**src/design/crp_pkg.sv**
```systemverilog
// Package: constants for the clock, reset and interrupt pin logic
package crp_pkg;
  localparam int unsigned OSC_DIV = 4;
  localparam logic [1:0] PHASE_RST = 2'h0;
  localparam logic [1:0] PHASE_HIGH_START = 2'h2;
  localparam logic [1:0] PHASE_LAST = 2'h3;
  localparam int unsigned EXT_CLASS_CYCLES = 2;
  localparam int unsigned RST_SAMPLE_OSC = EXT_CLASS_CYCLES * OSC_DIV;
  localparam logic [3:0] RST_CNT_RST = 4'h0;
  localparam logic [1:0] SYNC_IDLE = 2'h3;
  localparam logic IRQ_PREV_RST = 1'h1;
  localparam logic ECLK_RST = 1'h0;
  localparam logic DRIVE_RST = 1'h0;
  localparam logic EDGE_LATCH_RST = 1'h0;
  localparam logic IRQ_EDGE_RST = 1'h0;
  localparam logic EXT_CLASS_RST = 1'h0;
endpackage

```
**src/design/crp_clock_reset_irq.sv**
```systemverilog
// Pin logic: bus phase clock divider, reset pin handling and interrupt input
`timescale 1ns/1ns
`default_nettype none
module crp_clock_reset_irq (
  input wire logic i_mclk,
  input wire logic i_rst_n,
  input wire logic i_reset_pin_in,
  input wire logic i_clk_mon_fail,
  input wire logic i_operating_watchdog_fail,
  input wire logic i_halt,
  input wire logic i_single_chip,
  input wire logic i_eclk_off,
  input wire logic i_irq_n,
  input wire logic i_irq_edge_sel,
  input wire logic i_irq_ack,
  output logic o_reset_pin_out,
  output logic o_reset_pin_oe,
  output logic o_sys_rst_n,
  output logic o_reset_external,
  output logic o_eclk,
  output logic o_eclk_tick,
  output logic o_data_phase,
  output logic o_irq_req
);
  // Oscillator input is i_mclk; reset pin and irq are asynchronous pins
  localparam logic [3:0] RISE_LAST = 4'(crp_pkg::RST_SAMPLE_OSC - 1);

  logic [1:0] rpin_sync_reg, rpin_sync_next;
  logic [1:0] irq_sync_reg, irq_sync_next;
  logic irq_prev_reg, irq_prev_next;
  logic [1:0] phase_reg, phase_next;
  logic eclk_reg, eclk_next;
  logic [3:0] rcnt_reg, rcnt_next;
  logic ext_reg, ext_next;
  logic edge_sel_reg, edge_sel_next;
  logic edge_latch_reg, edge_latch_next;
  logic drive_reg, drive_next;
  logic pin_low;
  logic irq_low;
  logic fall;

  typedef enum logic [2:0] {
    CRP_RUN = 3'h1,
    CRP_HOLD = 3'h2,
    CRP_SAMPLE = 3'h4
  } crp_state_t;
  crp_state_t st_reg, st_next;

  // Every state but run counts as reset
  function automatic logic is_running(input crp_state_t st);
    return (st == CRP_RUN);
  endfunction

  assign pin_low = ~rpin_sync_reg[1];
  assign irq_low = ~irq_sync_reg[1];
  assign fall = irq_prev_reg & irq_low;

  // Pin synchronisers: logic reads only the second flop
  always_comb begin
    rpin_sync_next = {rpin_sync_reg[0], i_reset_pin_in};
    irq_sync_next = {irq_sync_reg[0], i_irq_n};
    irq_prev_next = irq_sync_reg[1];
  end

  always_ff @(posedge i_mclk or negedge i_rst_n) begin
    if (!i_rst_n) begin
      // Idle-high start, so no false falling edge follows reset
      rpin_sync_reg <= crp_pkg::SYNC_IDLE;
      irq_sync_reg <= crp_pkg::SYNC_IDLE;
      irq_prev_reg <= crp_pkg::IRQ_PREV_RST;
    end else begin
      rpin_sync_reg <= rpin_sync_next;
      irq_sync_reg <= irq_sync_next;
      irq_prev_reg <= irq_prev_next;
    end
  end

  // Divider: phases 0 and 1 internal work, 2 and 3 data access
  always_comb begin
    // Halt freezes the divider so the bus phase clock stops
    if (i_halt) begin
      phase_next = phase_reg;
    end else begin
      phase_next = 2'(phase_reg + 2'h1);
    end
    eclk_next = (phase_next >= crp_pkg::PHASE_HIGH_START);
  end

  always_ff @(posedge i_mclk or negedge i_rst_n) begin
    if (!i_rst_n) begin
      phase_reg <= crp_pkg::PHASE_RST;
      eclk_reg <= crp_pkg::ECLK_RST;
    end else begin
      phase_reg <= phase_next;
      eclk_reg <= eclk_next;
    end
  end

  // Reset pin: open-drain pull, hold while low, then classify the rise
  always_comb begin
    // Failure pulls the pin until the failure goes away
    drive_next = i_clk_mon_fail | i_operating_watchdog_fail;
    st_next = st_reg;
    rcnt_next = rcnt_reg;
    ext_next = ext_reg;
    case (st_reg)
      CRP_RUN: begin
        if (pin_low) begin
          st_next = CRP_HOLD;
          rcnt_next = crp_pkg::RST_CNT_RST;
          ext_next = crp_pkg::EXT_CLASS_RST;
        end
      end
      CRP_HOLD: begin
        if (drive_reg) begin
          // Rise time counts only from the release of our own driver
          rcnt_next = crp_pkg::RST_CNT_RST;
          ext_next = crp_pkg::EXT_CLASS_RST;
        end else if (pin_low) begin
          // Low for two bus cycles: held outside, or a slow RC rise
          if (rcnt_reg == RISE_LAST) begin
            ext_next = 1'h1;
          end else begin
            rcnt_next = 4'(rcnt_reg + 4'h1);
          end
        end
        if (!pin_low) begin
          st_next = CRP_SAMPLE;
        end
      end
      CRP_SAMPLE: begin
        // Dropping again right after the rise means an outside hold
        if (pin_low) begin
          ext_next = 1'h1;
          st_next = CRP_HOLD;
        end else begin
          st_next = CRP_RUN;
        end
      end
      default: begin
        // Illegal code goes through a full reset
        st_next = CRP_HOLD;
      end
    endcase
  end

  always_ff @(posedge i_mclk or negedge i_rst_n) begin
    if (!i_rst_n) begin
      rcnt_reg <= crp_pkg::RST_CNT_RST;
      ext_reg <= crp_pkg::EXT_CLASS_RST;
      drive_reg <= crp_pkg::DRIVE_RST;
      st_reg <= CRP_HOLD;
    end else begin
      rcnt_reg <= rcnt_next;
      ext_reg <= ext_next;
      drive_reg <= drive_next;
      st_reg <= st_next;
    end
  end

  // Interrupt input: option bit honoured only in the run state
  always_comb begin
    edge_sel_next = crp_pkg::IRQ_EDGE_RST;
    edge_latch_next = crp_pkg::EDGE_LATCH_RST;
    if (is_running(st_reg)) begin
      edge_sel_next = i_irq_edge_sel;
      edge_latch_next = edge_latch_reg;
      if (edge_sel_reg && fall) begin
        // A new edge wins over an acknowledge in the same cycle
        edge_latch_next = 1'h1;
      end else if (i_irq_ack) begin
        edge_latch_next = 1'h0;
      end
    end
  end

  always_ff @(posedge i_mclk or negedge i_rst_n) begin
    if (!i_rst_n) begin
      edge_sel_reg <= crp_pkg::IRQ_EDGE_RST;
      edge_latch_reg <= crp_pkg::EDGE_LATCH_RST;
    end else begin
      edge_sel_reg <= edge_sel_next;
      edge_latch_reg <= edge_latch_next;
    end
  end

  // Open drain: the pin is only ever pulled low
  assign o_reset_pin_out = 1'h0;
  assign o_reset_pin_oe = drive_reg;
  assign o_sys_rst_n = is_running(st_reg);
  assign o_reset_external = ext_reg;
  // Gate only allowed in single-chip modes
  assign o_eclk = eclk_reg & ~(i_single_chip & i_eclk_off);
  assign o_eclk_tick = ~i_halt & (phase_reg == crp_pkg::PHASE_LAST);
  assign o_data_phase = eclk_reg;
  // Level mode keeps requesting while any wired-OR source holds the line
  assign o_irq_req = is_running(st_reg) & (edge_sel_reg ? edge_latch_reg : irq_low);

  a_eclk_div: assert property (@(posedge i_mclk) disable iff (!i_rst_n)
    !i_halt && $rose(eclk_reg) ##1 !i_halt |-> eclk_reg ##1 !eclk_reg)
    else $error("bus phase clock not divided by four");
  a_halt_freeze: assert property (@(posedge i_mclk) disable iff (!i_rst_n)
    i_halt |=> $stable(phase_reg))
    else $error("divider advanced during halt");
  a_od_drive: assert property (@(posedge i_mclk) disable iff (!i_rst_n)
    o_reset_pin_oe |-> !o_reset_pin_out)
    else $error("reset pin driven high");
  a_fail_pull: assert property (@(posedge i_mclk) disable iff (!i_rst_n)
    i_clk_mon_fail || i_operating_watchdog_fail |=> o_reset_pin_oe)
    else $error("failure did not pull reset pin");
  a_pin_reset: assert property (@(posedge i_mclk) disable iff (!i_rst_n)
    !rpin_sync_reg[1] |=> !o_sys_rst_n)
    else $error("low reset pin did not reset logic");
  a_ext_class: assert property (@(posedge i_mclk) disable iff (!i_rst_n)
    st_reg == CRP_HOLD && !drive_reg && pin_low && rcnt_reg == RISE_LAST |=> ext_reg)
    else $error("slow reset rise not classed external");
  a_lvl_default: assert property (@(posedge i_mclk) disable iff (!i_rst_n)
    st_reg == CRP_HOLD |=> !edge_sel_reg)
    else $error("edge mode survived reset");
  a_edge_seen: assert property (@(posedge i_mclk) disable iff (!i_rst_n)
    is_running(st_reg) && edge_sel_reg && fall |=> edge_latch_reg)
    else $error("falling edge lost");
  a_sync_delay: assert property (@(posedge i_mclk) disable iff (!i_rst_n)
    $fell(i_irq_n) ##1 !i_irq_n |=> irq_low)
    else $error("irq synchroniser depth wrong");
  a_eclk_gate: assert property (@(posedge i_mclk) disable iff (!i_rst_n)
    i_single_chip && i_eclk_off |-> !o_eclk)
    else $error("bus clock output not gated");

  c_ext_reset: cover property (@(posedge i_mclk) disable iff (!i_rst_n) $rose(ext_reg));
  c_edge_irq: cover property (@(posedge i_mclk) disable iff (!i_rst_n) edge_sel_reg && $rose(o_irq_req));
  c_halt: cover property (@(posedge i_mclk) disable iff (!i_rst_n) i_halt [*3]);
  c_int_reset: cover property (@(posedge i_mclk) disable iff (!i_rst_n) $rose(o_reset_pin_oe));
  c_level_irq: cover property (@(posedge i_mclk) disable iff (!i_rst_n) !edge_sel_reg && $rose(o_irq_req));
endmodule // crp_clock_reset_irq
`default_nettype wire

```
**config.mk**
```make
export PLATFORM = sky130hd
export DESIGN_NAME = crp_clock_reset_irq
export DESIGN_NICKNAME = d
export VERILOG_FILES = /design/src/design/crp_pkg.sv /design/src/design/crp_clock_reset_irq.sv
export SDC_FILE = /design/constraint.sdc
export NUM_CORES = 1
export LEC_CHECK = 0
export CELL_PAD_IN_SITES_DETAIL_PLACEMENT = 1
export CELL_PAD_IN_SITES_GLOBAL_PLACEMENT = 1
export CORE_ASPECT_RATIO = 1.4
export CORE_MARGIN = 3
export CORE_UTILIZATION = 39
export CTS_CLUSTER_DIAMETER = 50
export CTS_CLUSTER_SIZE = 25
export DETAILED_ROUTE_END_ITERATION = 8
export DONT_BUFFER_PORTS = 1
export GPL_ROUTABILITY_DRIVEN = 0
export PLACE_DENSITY_LB_ADDON = 0.2
export SKIP_LAST_GASP = 1
export SLEW_MARGIN = 20
export SYNTH_ARGS = -nofsm -noshare
export SYNTH_HDL_FRONTEND = slang
export SYNTH_SLANG_ARGS = --single-unit
```
**constraint.sdc**
```tcl
create_clock -name i_mclk -period 2.6 [get_ports i_mclk]
set_input_delay 0 -clock i_mclk [delete_from_list [all_inputs] [get_ports i_mclk]]
set_output_delay 0 -clock i_mclk [all_outputs]
set_load 0.005 [all_outputs]
```
== Yosys cells after proc, flatten, opt, wreduce, memory -nomap -nowiden ==
Cells that the tools add are included.
Word-level totals
  register bits after elaboration: 19
  logic and storage cells: 62
  bits of input ports: 11
Cells by class
  equality and inequality tests: 12
  $add $sub $neg: 2
  bitwise gates (word level): 9
  mux-type cells: 21
  $lt $le $gt $ge: 1
  reduce and logical (&&, ||, !) cells: 6
Operators by type and width (number)
  2-to-1 mux 4 bit: 4
  2-to-1 mux 1 bit: 10
  != test 3 bit (second input constant): 3
  one-hot mux 3 bit (3 select lines): 1
  one-hot mux 4 bit (2 select lines): 1
  2-to-1 mux 3 bit: 2
  != test 2 bit (second input constant): 3
  AND 1 bit: 5
  AND reduction 5 bit: 1
  adder 4 x 1 -> 4 bit (second input constant): 1
  equality test 4 x 3 -> 1 bit (second input constant): 1
  2-to-1 mux 2 bit: 2
  AND reduction 4 bit: 1
  equality test 3 x 1 -> 1 bit (second input constant): 1
  equality test 3 x 2 -> 1 bit (second input constant): 1
  equality test 3 bit (second input constant): 1
  != test 3 x 2 -> 1 bit (second input constant): 1
  inverter 1 bit: 3
  one-hot mux 1 bit (3 select lines): 1
  nonzero test 3 bit: 1
  adder 2 x 1 -> 2 bit (second input constant): 1
  equality test 2 bit (second input constant): 1
  >= comparator 2 bit (second input constant): 1
  AND reduction 2 bit: 1
  3 further kinds: 3

== Longest topological paths before layout ==
  word-level depth: 5
  mapped depth: 4
  depth with buffers taken out: 4

== Worst setup path before layout ==
OpenSTA, ideal clock, no wires.
  path type: reg-to-reg
  from: reg st_reg[1]
  to: reg rcnt_reg[3]
  slack: 1.069 ns
  setup time: 0.080 ns
  data arrival time: 1.451 ns
  cell stages (with the launch flop): 4
  clock period less this slack: 1.531 ns
  cells stage by stage: dfstp_2 > nor4b_4 > or4b_1 > o211ai_2
Between the ends
  longest elaborated chain between the ends: 3
  elaborated cells between the ends (all ways): 8
  those cells by class: eq/ne: 5; mux: 1; reduce/logical: 2
Ends and longest elaborated chain
  start: declaration: RTL line crp_clock_reset_irq.sv:47  | crp_state_t st_reg, st_next;
  start signal: assignment: RTL line crp_clock_reset_irq.sv:157  | st_reg <= st_next;
  equality test 3 x 2 -> 1 bit / equality test 3 x 1 -> 1 bit (equally long branches): RTL line crp_clock_reset_irq.sv:106  | case (st_reg)
  != test 3 bit (no line), or another cell as far along
  AND reduction 4 bit (no line)
  end signal: assignment: RTL line crp_clock_reset_irq.sv:149  | rcnt_reg <= crp_pkg::RST_CNT_RST;
  end signal: assignment: RTL line crp_clock_reset_irq.sv:154  | rcnt_reg <= rcnt_next;
  end: declaration: RTL line crp_clock_reset_irq.sv:33  | logic [3:0] rcnt_reg, rcnt_next;
Several ways; a longest one is shown, not always the timed one.
A chain may end at the register's enable or synchronous reset.

== Final worst setup path ==
Same ends and word-level chain as after synthesis.

==> impl_results.html <==
<table>
<tr><th>Metric</th><th>Value</th></tr>
<tr><th colspan="2">Detailed routing</th></tr>
<tr><td>DRC violation count after routing</td><td>0</td></tr>
<tr><td>Number of DRC violations after detailed-routing iteration 0</td><td>8</td></tr>
<tr><td>Total routed wirelength</td><td>between 1500 and 2000 um</td></tr>
<tr><td>Post-detailed-route count of antenna-violating nets</td><td>0</td></tr>
<tr><td>Initial DRT Pass Iterations</td><td>4</td></tr>
<tr><td>Routed vias</td><td>617</td></tr>
<tr><td>Routed WL per cell</td><td>roughly 16 um</td></tr>
<tr><td>Vias per cell</td><td>5.66</td></tr>
<tr><th colspan="2">Timing</th></tr>
<tr><td>Number of failing hold endpoints at the final stage</td><td>0</td></tr>
<tr><td>Setup_tns</td><td>0 ns</td></tr>
<tr><td>RSZ-0062 raised after global routing</td><td>false</td></tr>
<tr><td>Worst-Margin Slew</td><td>between 0.8 and 0.9 ns</td></tr>
<tr><td>Post-route clock skew</td><td>approximately 0.0020 ns</td></tr>
<tr><td>Min Clock Period, post-route</td><td>1.70 ns</td></tr>
<tr><td>Final Slew Violations</td><td>0</td></tr>
<tr><td>Max-slew headroom at the worst pin</td><td>43.9%</td></tr>
<tr><td>Setup violations, final</td><td>0</td></tr>
<tr><td>Highest clock rate</td><td>a little under 0.6 GHz</td></tr>
<tr><td>Ratio of final minimum period to clock period</td><td>between 60% and 70%</td></tr>
<tr><td>Smallest setup slack after layout</td><td>roughly 0.90 ns</td></tr>
<tr><th colspan="2">Yosys</th></tr>
<tr><td>Yosys Warn Count</td><td>0</td></tr>
<tr><td>Count of distinct cell types in the synthesized netlist</td><td>38</td></tr>
<tr><td>Proportion of synthesized chip area in sequential cells</td><td>52.5%</td></tr>
<tr><td>Synth async-reset ratio</td><td>100%</td></tr>
<tr><td>Largest area contributor in the synthesized netlist</td><td>sky130_fd_sc_hd__dfrtp_1</td></tr>
<tr><td>Synthesized flop and latch total</td><td>19</td></tr>
<tr><td>Cell count after synthesis</td><td>78</td></tr>
<tr><td>Count of flip-flops with a built-in enable after synthesis</td><td>0</td></tr>
<tr><td>Biggest area contributors in the synthesized netlist</td><td>sky130_fd_sc_hd__dfrtp_1, sky130_fd_sc_hd__dfstp_2, sky130_fd_sc_hd__a21oi_1</td></tr>
<tr><td>Most common flop cell mapped by yosys</td><td>sky130_fd_sc_hd__dfrtp_1</td></tr>
<tr><td>Fraction of post-synthesis cell area in the top cell type by area</td><td>35.4%</td></tr>
<tr><td>Synth Cell Area</td><td>slightly above 900 um2</td></tr>
<tr><td>Mean cell area of the mapped netlist</td><td>11.8 um2</td></tr>
<tr><td>Nets in the synthesized netlist</td><td>approximately 90</td></tr>
<tr><th colspan="2">Place</th></tr>
<tr><td>DPL Wire Length</td><td>1300 um</td></tr>
<tr><td>Total cell area at the placement stage</td><td>917 um2</td></tr>
<tr><td>Worst slack, placed</td><td>a little over 0.9 ns</td></tr>
<tr><td>Count of buffers from port buffering</td><td>0</td></tr>
<tr><th colspan="2">Setup path</th></tr>
<tr><td>Cell family contributing the most delay on the critical path</td><td>simple AND/OR/NAND/NOR gates</td></tr>
<tr><td>Launching instance or port of the critical path</td><td>st_reg[1]$_DFFE_PN1P_</td></tr>
<tr><td>Worst path slowest cell</td><td>sky130_fd_sc_hd__dfstp_2</td></tr>
<tr><td>Critical register-to-register path endpoint</td><td>rcnt_reg[3]$_DFFE_PN0P_</td></tr>
<tr><td>Length in cells of the worst reg-to-reg path</td><td>3</td></tr>
<tr><td>Worst Setup End Kind</td><td>flip-flop</td></tr>
<tr><td>Maximum net fanout on the critical path</td><td>9</td></tr>
<tr><td>Worst EP required</td><td>2.83 ns</td></tr>
<tr><td>Buffer and inverter count on the worst path</td><td>0</td></tr>
<tr><td>Element type at the critical path start</td><td>flip-flop</td></tr>
<tr><td>Last element of the critical path</td><td>rcnt_reg[3]$_DFFE_PN0P_</td></tr>
<tr><td>Launch instance of the worst register-to-register path</td><td>st_reg[1]$_DFFE_PN1P_</td></tr>
<tr><td>Largest stage delay, worst path</td><td>0.62 ns</td></tr>
<tr><td>Critical-path cell list</td><td>nor4b_4, or4b_1, o211ai_2</td></tr>
<tr><td>Setup CP Type</td><td>flip-flop to flip-flop</td></tr>
<tr><td>Critical path depth in cells</td><td>3</td></tr>
<tr><td>Critical path data arrival time</td><td>approximately 1.9 ns</td></tr>
<tr><td>Setup slack, reg-to-reg</td><td>between 0.9 and 1 ns</td></tr>
<tr><th colspan="2">Cells and area</th></tr>
<tr><td>Sequential cell area</td><td>around 480 um2</td></tr>
<tr><td>Share of post-route cells with drive strength above 1</td><td>17.2%</td></tr>
<tr><td>Most common cell after layout, fill and taps aside</td><td>sky130_fd_sc_hd__dfrtp_1</td></tr>
<tr><td># nets final</td><td>101</td></tr>
<tr><td>Largest register FFs</td><td>4</td></tr>
<tr><td>Util after Layout</td><td>46.6%</td></tr>
<tr><td>Number of antenna diodes</td><td>0</td></tr>
<tr><td>Commonest cells after routing, fill and taps aside</td><td>sky130_fd_sc_hd__dfrtp_1, sky130_fd_sc_hd__dlygate4sd3_1, sky130_fd_sc_hd__a21oi_1, sky130_fd_sc_hd__dfstp_2</td></tr>
<tr><td>Filler Cells Inserted</td><td>250</td></tr>
<tr><td>Final standard cell area without fillers</td><td>around 1000 um2</td></tr>
<tr><td>Post-synthesis to final-layout area growth</td><td>11.7%</td></tr>
<tr><td>Area of the multi-input gates</td><td>approximately 390 um2</td></tr>
<tr><th colspan="2">Power and ir drop</th></tr>
<tr><td>Comb pwr share</td><td>22.9%</td></tr>
<tr><td>Total power density per cell area</td><td>729 nW/um2</td></tr>
<tr><td>Part of the power in the clock network</td><td>20.1%</td></tr>
<tr><td>Portion of total power attributed to sequential cells</td><td>a little under three fifths</td></tr>
<tr><td>Worst vdd ir</td><td>0.000414 V</td></tr>
<tr><td>Leakage power summed over all cells</td><td>0.426 nW</td></tr>
<tr><td>Internal power</td><td>0.511 mW</td></tr>
<tr><td>Net switching fraction of the power</td><td>31.8%</td></tr>
<tr><td>Net switching power</td><td>between 0.2 and 0.25 mW</td></tr>
<tr><th colspan="2">Clock tree</th></tr>
<tr><td>Total of cells resized after clock tree synthesis</td><td>0</td></tr>
<tr><td>Number of buffers added for setup after CTS</td><td>0</td></tr>
<tr><td>CTS Root Cell</td><td>sky130_fd_sc_hd__clkbuf_4</td></tr>
<tr><td>Clock transition at the registers of the reported paths</td><td>~0.11 ns</td></tr>
<tr><td>TritonCTS clock tree</td><td>done</td></tr>
<tr><td>Source-to-sink clock delay at the later pin of the worst-skew pair</td><td>0.29 ns</td></tr>
<tr><td>H-tree depth reported by CTS</td><td>1</td></tr>
<tr><td>Number of buffers created by CTS</td><td>3</td></tr>
<tr><td>Largest buffer count on any clock path</td><td>2</td></tr>
<tr><td>Number of clock sinks seen by CTS</td><td>19</td></tr>
<tr><th colspan="2">GRT</th></tr>
<tr><td>Total routing usage reported by global routing</td><td>13.6%</td></tr>
<tr><td>First-pass GRT wire length</td><td>2960 um</td></tr>
<tr><td>Total overflow reported by the global router</td><td>0</td></tr>
<tr><td>Initial antenna violation count</td><td>0</td></tr>
<tr><td>Maximum number of pins on one net before global-route repair</td><td>20</td></tr>
<tr><td>Number of global-route vias before repair</td><td>653</td></tr>
<tr><th colspan="2">Die</th></tr>
<tr><td>Die Wd</td><td>47.0 um</td></tr>
<tr><td>Top-level I/O count</td><td>19</td></tr>
<tr><td>Height of the die</td><td>63.5 um</td></tr>
<tr><td>Core area</td><td>2200 um2</td></tr>
<tr><td>Die footprint</td><td>2980 um2</td></tr>
<tr><td>FP Rows</td><td>20</td></tr>
<tr><td>Initial Utilization</td><td>41.8%</td></tr>
<tr><th colspan="2">Worst hold path</th></tr>
<tr><td>Class of the tightest hold or removal check</td><td>primary input to output pin</td></tr>
<tr><th colspan="2">Run</th></tr>
<tr><td>MaxCap Viol Count</td><td>0</td></tr>
<tr><th colspan="2">Status</th></tr>
<tr><td>Run status</td><td>finished clean</td></tr>
</table>
power by group through the flow:
stage	Sequential [mW]	Clock, mW	Combinational (mW)
6_report	0.427	0.150	0.172
2_1_floorplan	0.404	0	0.152
5_1_grt	0.438	0.175	0.197
3_5_place_dp	0.434	0	0.160
4_1_cts	0.429	0.157	0.176
3_3_place_gp	0.427	0	0.151
cell families (layout without fill, tap and decap cells):
group                    Yosys count  in the layout  share of synthesized area (%)
XOR/XNOR                           3              3                           2.86
multiplexers                       2              2                           2.45
other                              1              1                          0.408
AO/OA/AOI/OAI                     17             17                           12.9
adder cells (fa/ha/maj)            2              2                           2.72
AND/OR/NAND/NOR                   27             27                           21.2
buffers and inverters              7             16                           4.90
flip-flops                        19             19                           52.5
area by class of cell:
type                            count  area share, %
Sequential cell                    19           47.0
Multi-Input combinational cell     52           38.1
Timing Repair Buffer                8           7.80
Tap cell                           22           2.68
Clock buffer                        3           2.19
Inverter                            4           1.46
Clock inverter                      1          0.731
metal layers:
metal | share of wire (%) | wire [um] | global-route usage (%) | vias to the layer above
met1 | 43 | 765 | 17.4 | 312
met3 | 2.6 | 46 | 1.71 | 2
met5 | 0 | 0 | 0 | -
met4 | 1.4 | 25 | 5.19 | 0
li1 | - | - | - | 295
met2 | 53 | 933 | 22.3 | 8
cell usage after synthesis, types with 2 or more instances:
cell                       count
sky130_fd_sc_hd__nor2_1        4
sky130_fd_sc_hd__ha_1          2
sky130_fd_sc_hd__nand3b_1      3
sky130_fd_sc_hd__o211ai_1      2
sky130_fd_sc_hd__a21oi_1       6
sky130_fd_sc_hd__dfstp_2       6
sky130_fd_sc_hd__buf_6         2
sky130_fd_sc_hd__inv_1         4
sky130_fd_sc_hd__a31oi_1       2
sky130_fd_sc_hd__nand4b_1      2
sky130_fd_sc_hd__mux2_2        2
sky130_fd_sc_hd__nand2b_1      3
sky130_fd_sc_hd__or3b_1        2
sky130_fd_sc_hd__dfrtp_1      13
sky130_fd_sc_hd__xnor2_1       2
per-stage QoR:
stage          std cells  total power [mW]  hold WS [ns]
5_1_grt              109             0.809        0.0358
4_1_cts              109             0.762        0.0348
6_report             109             0.749        0.0344
2_1_floorplan         78             0.556        -0.296
3_3_place_gp          97             0.578        -0.295
3_5_place_dp          97             0.595        -0.295
what timing repair did:
item                                    4_1_cts  5_1_grt
endpoints found under the hold margin        27        0
endpoints found under the setup margin        0        0
hold buffers                                  8        0
how the worst min path moves through the flow:
| stage | startpoint | end | slack (ns) | depth (start not counted) |
|---|---|---|---|---|
| after floorplan | i_rst_n | edge_latch_reg$_DFFE_PN0P_ | -0.30 | 0 |
| after global placement | i_rst_n | edge_latch_reg$_DFFE_PN0P_ | -0.30 | 0 |
| after detailed placement | i_rst_n | edge_sel_reg$_DFF_PN0_ | -0.30 | 0 |
| after CTS | i_halt | o_eclk_tick | 0.03 | 1 |
| after global routing | i_halt | o_eclk_tick | 0.04 | 1 |
| final | i_halt | o_eclk_tick | 0.03 | 1 |
Note: power is estimated with default switching activity, not from simulation.
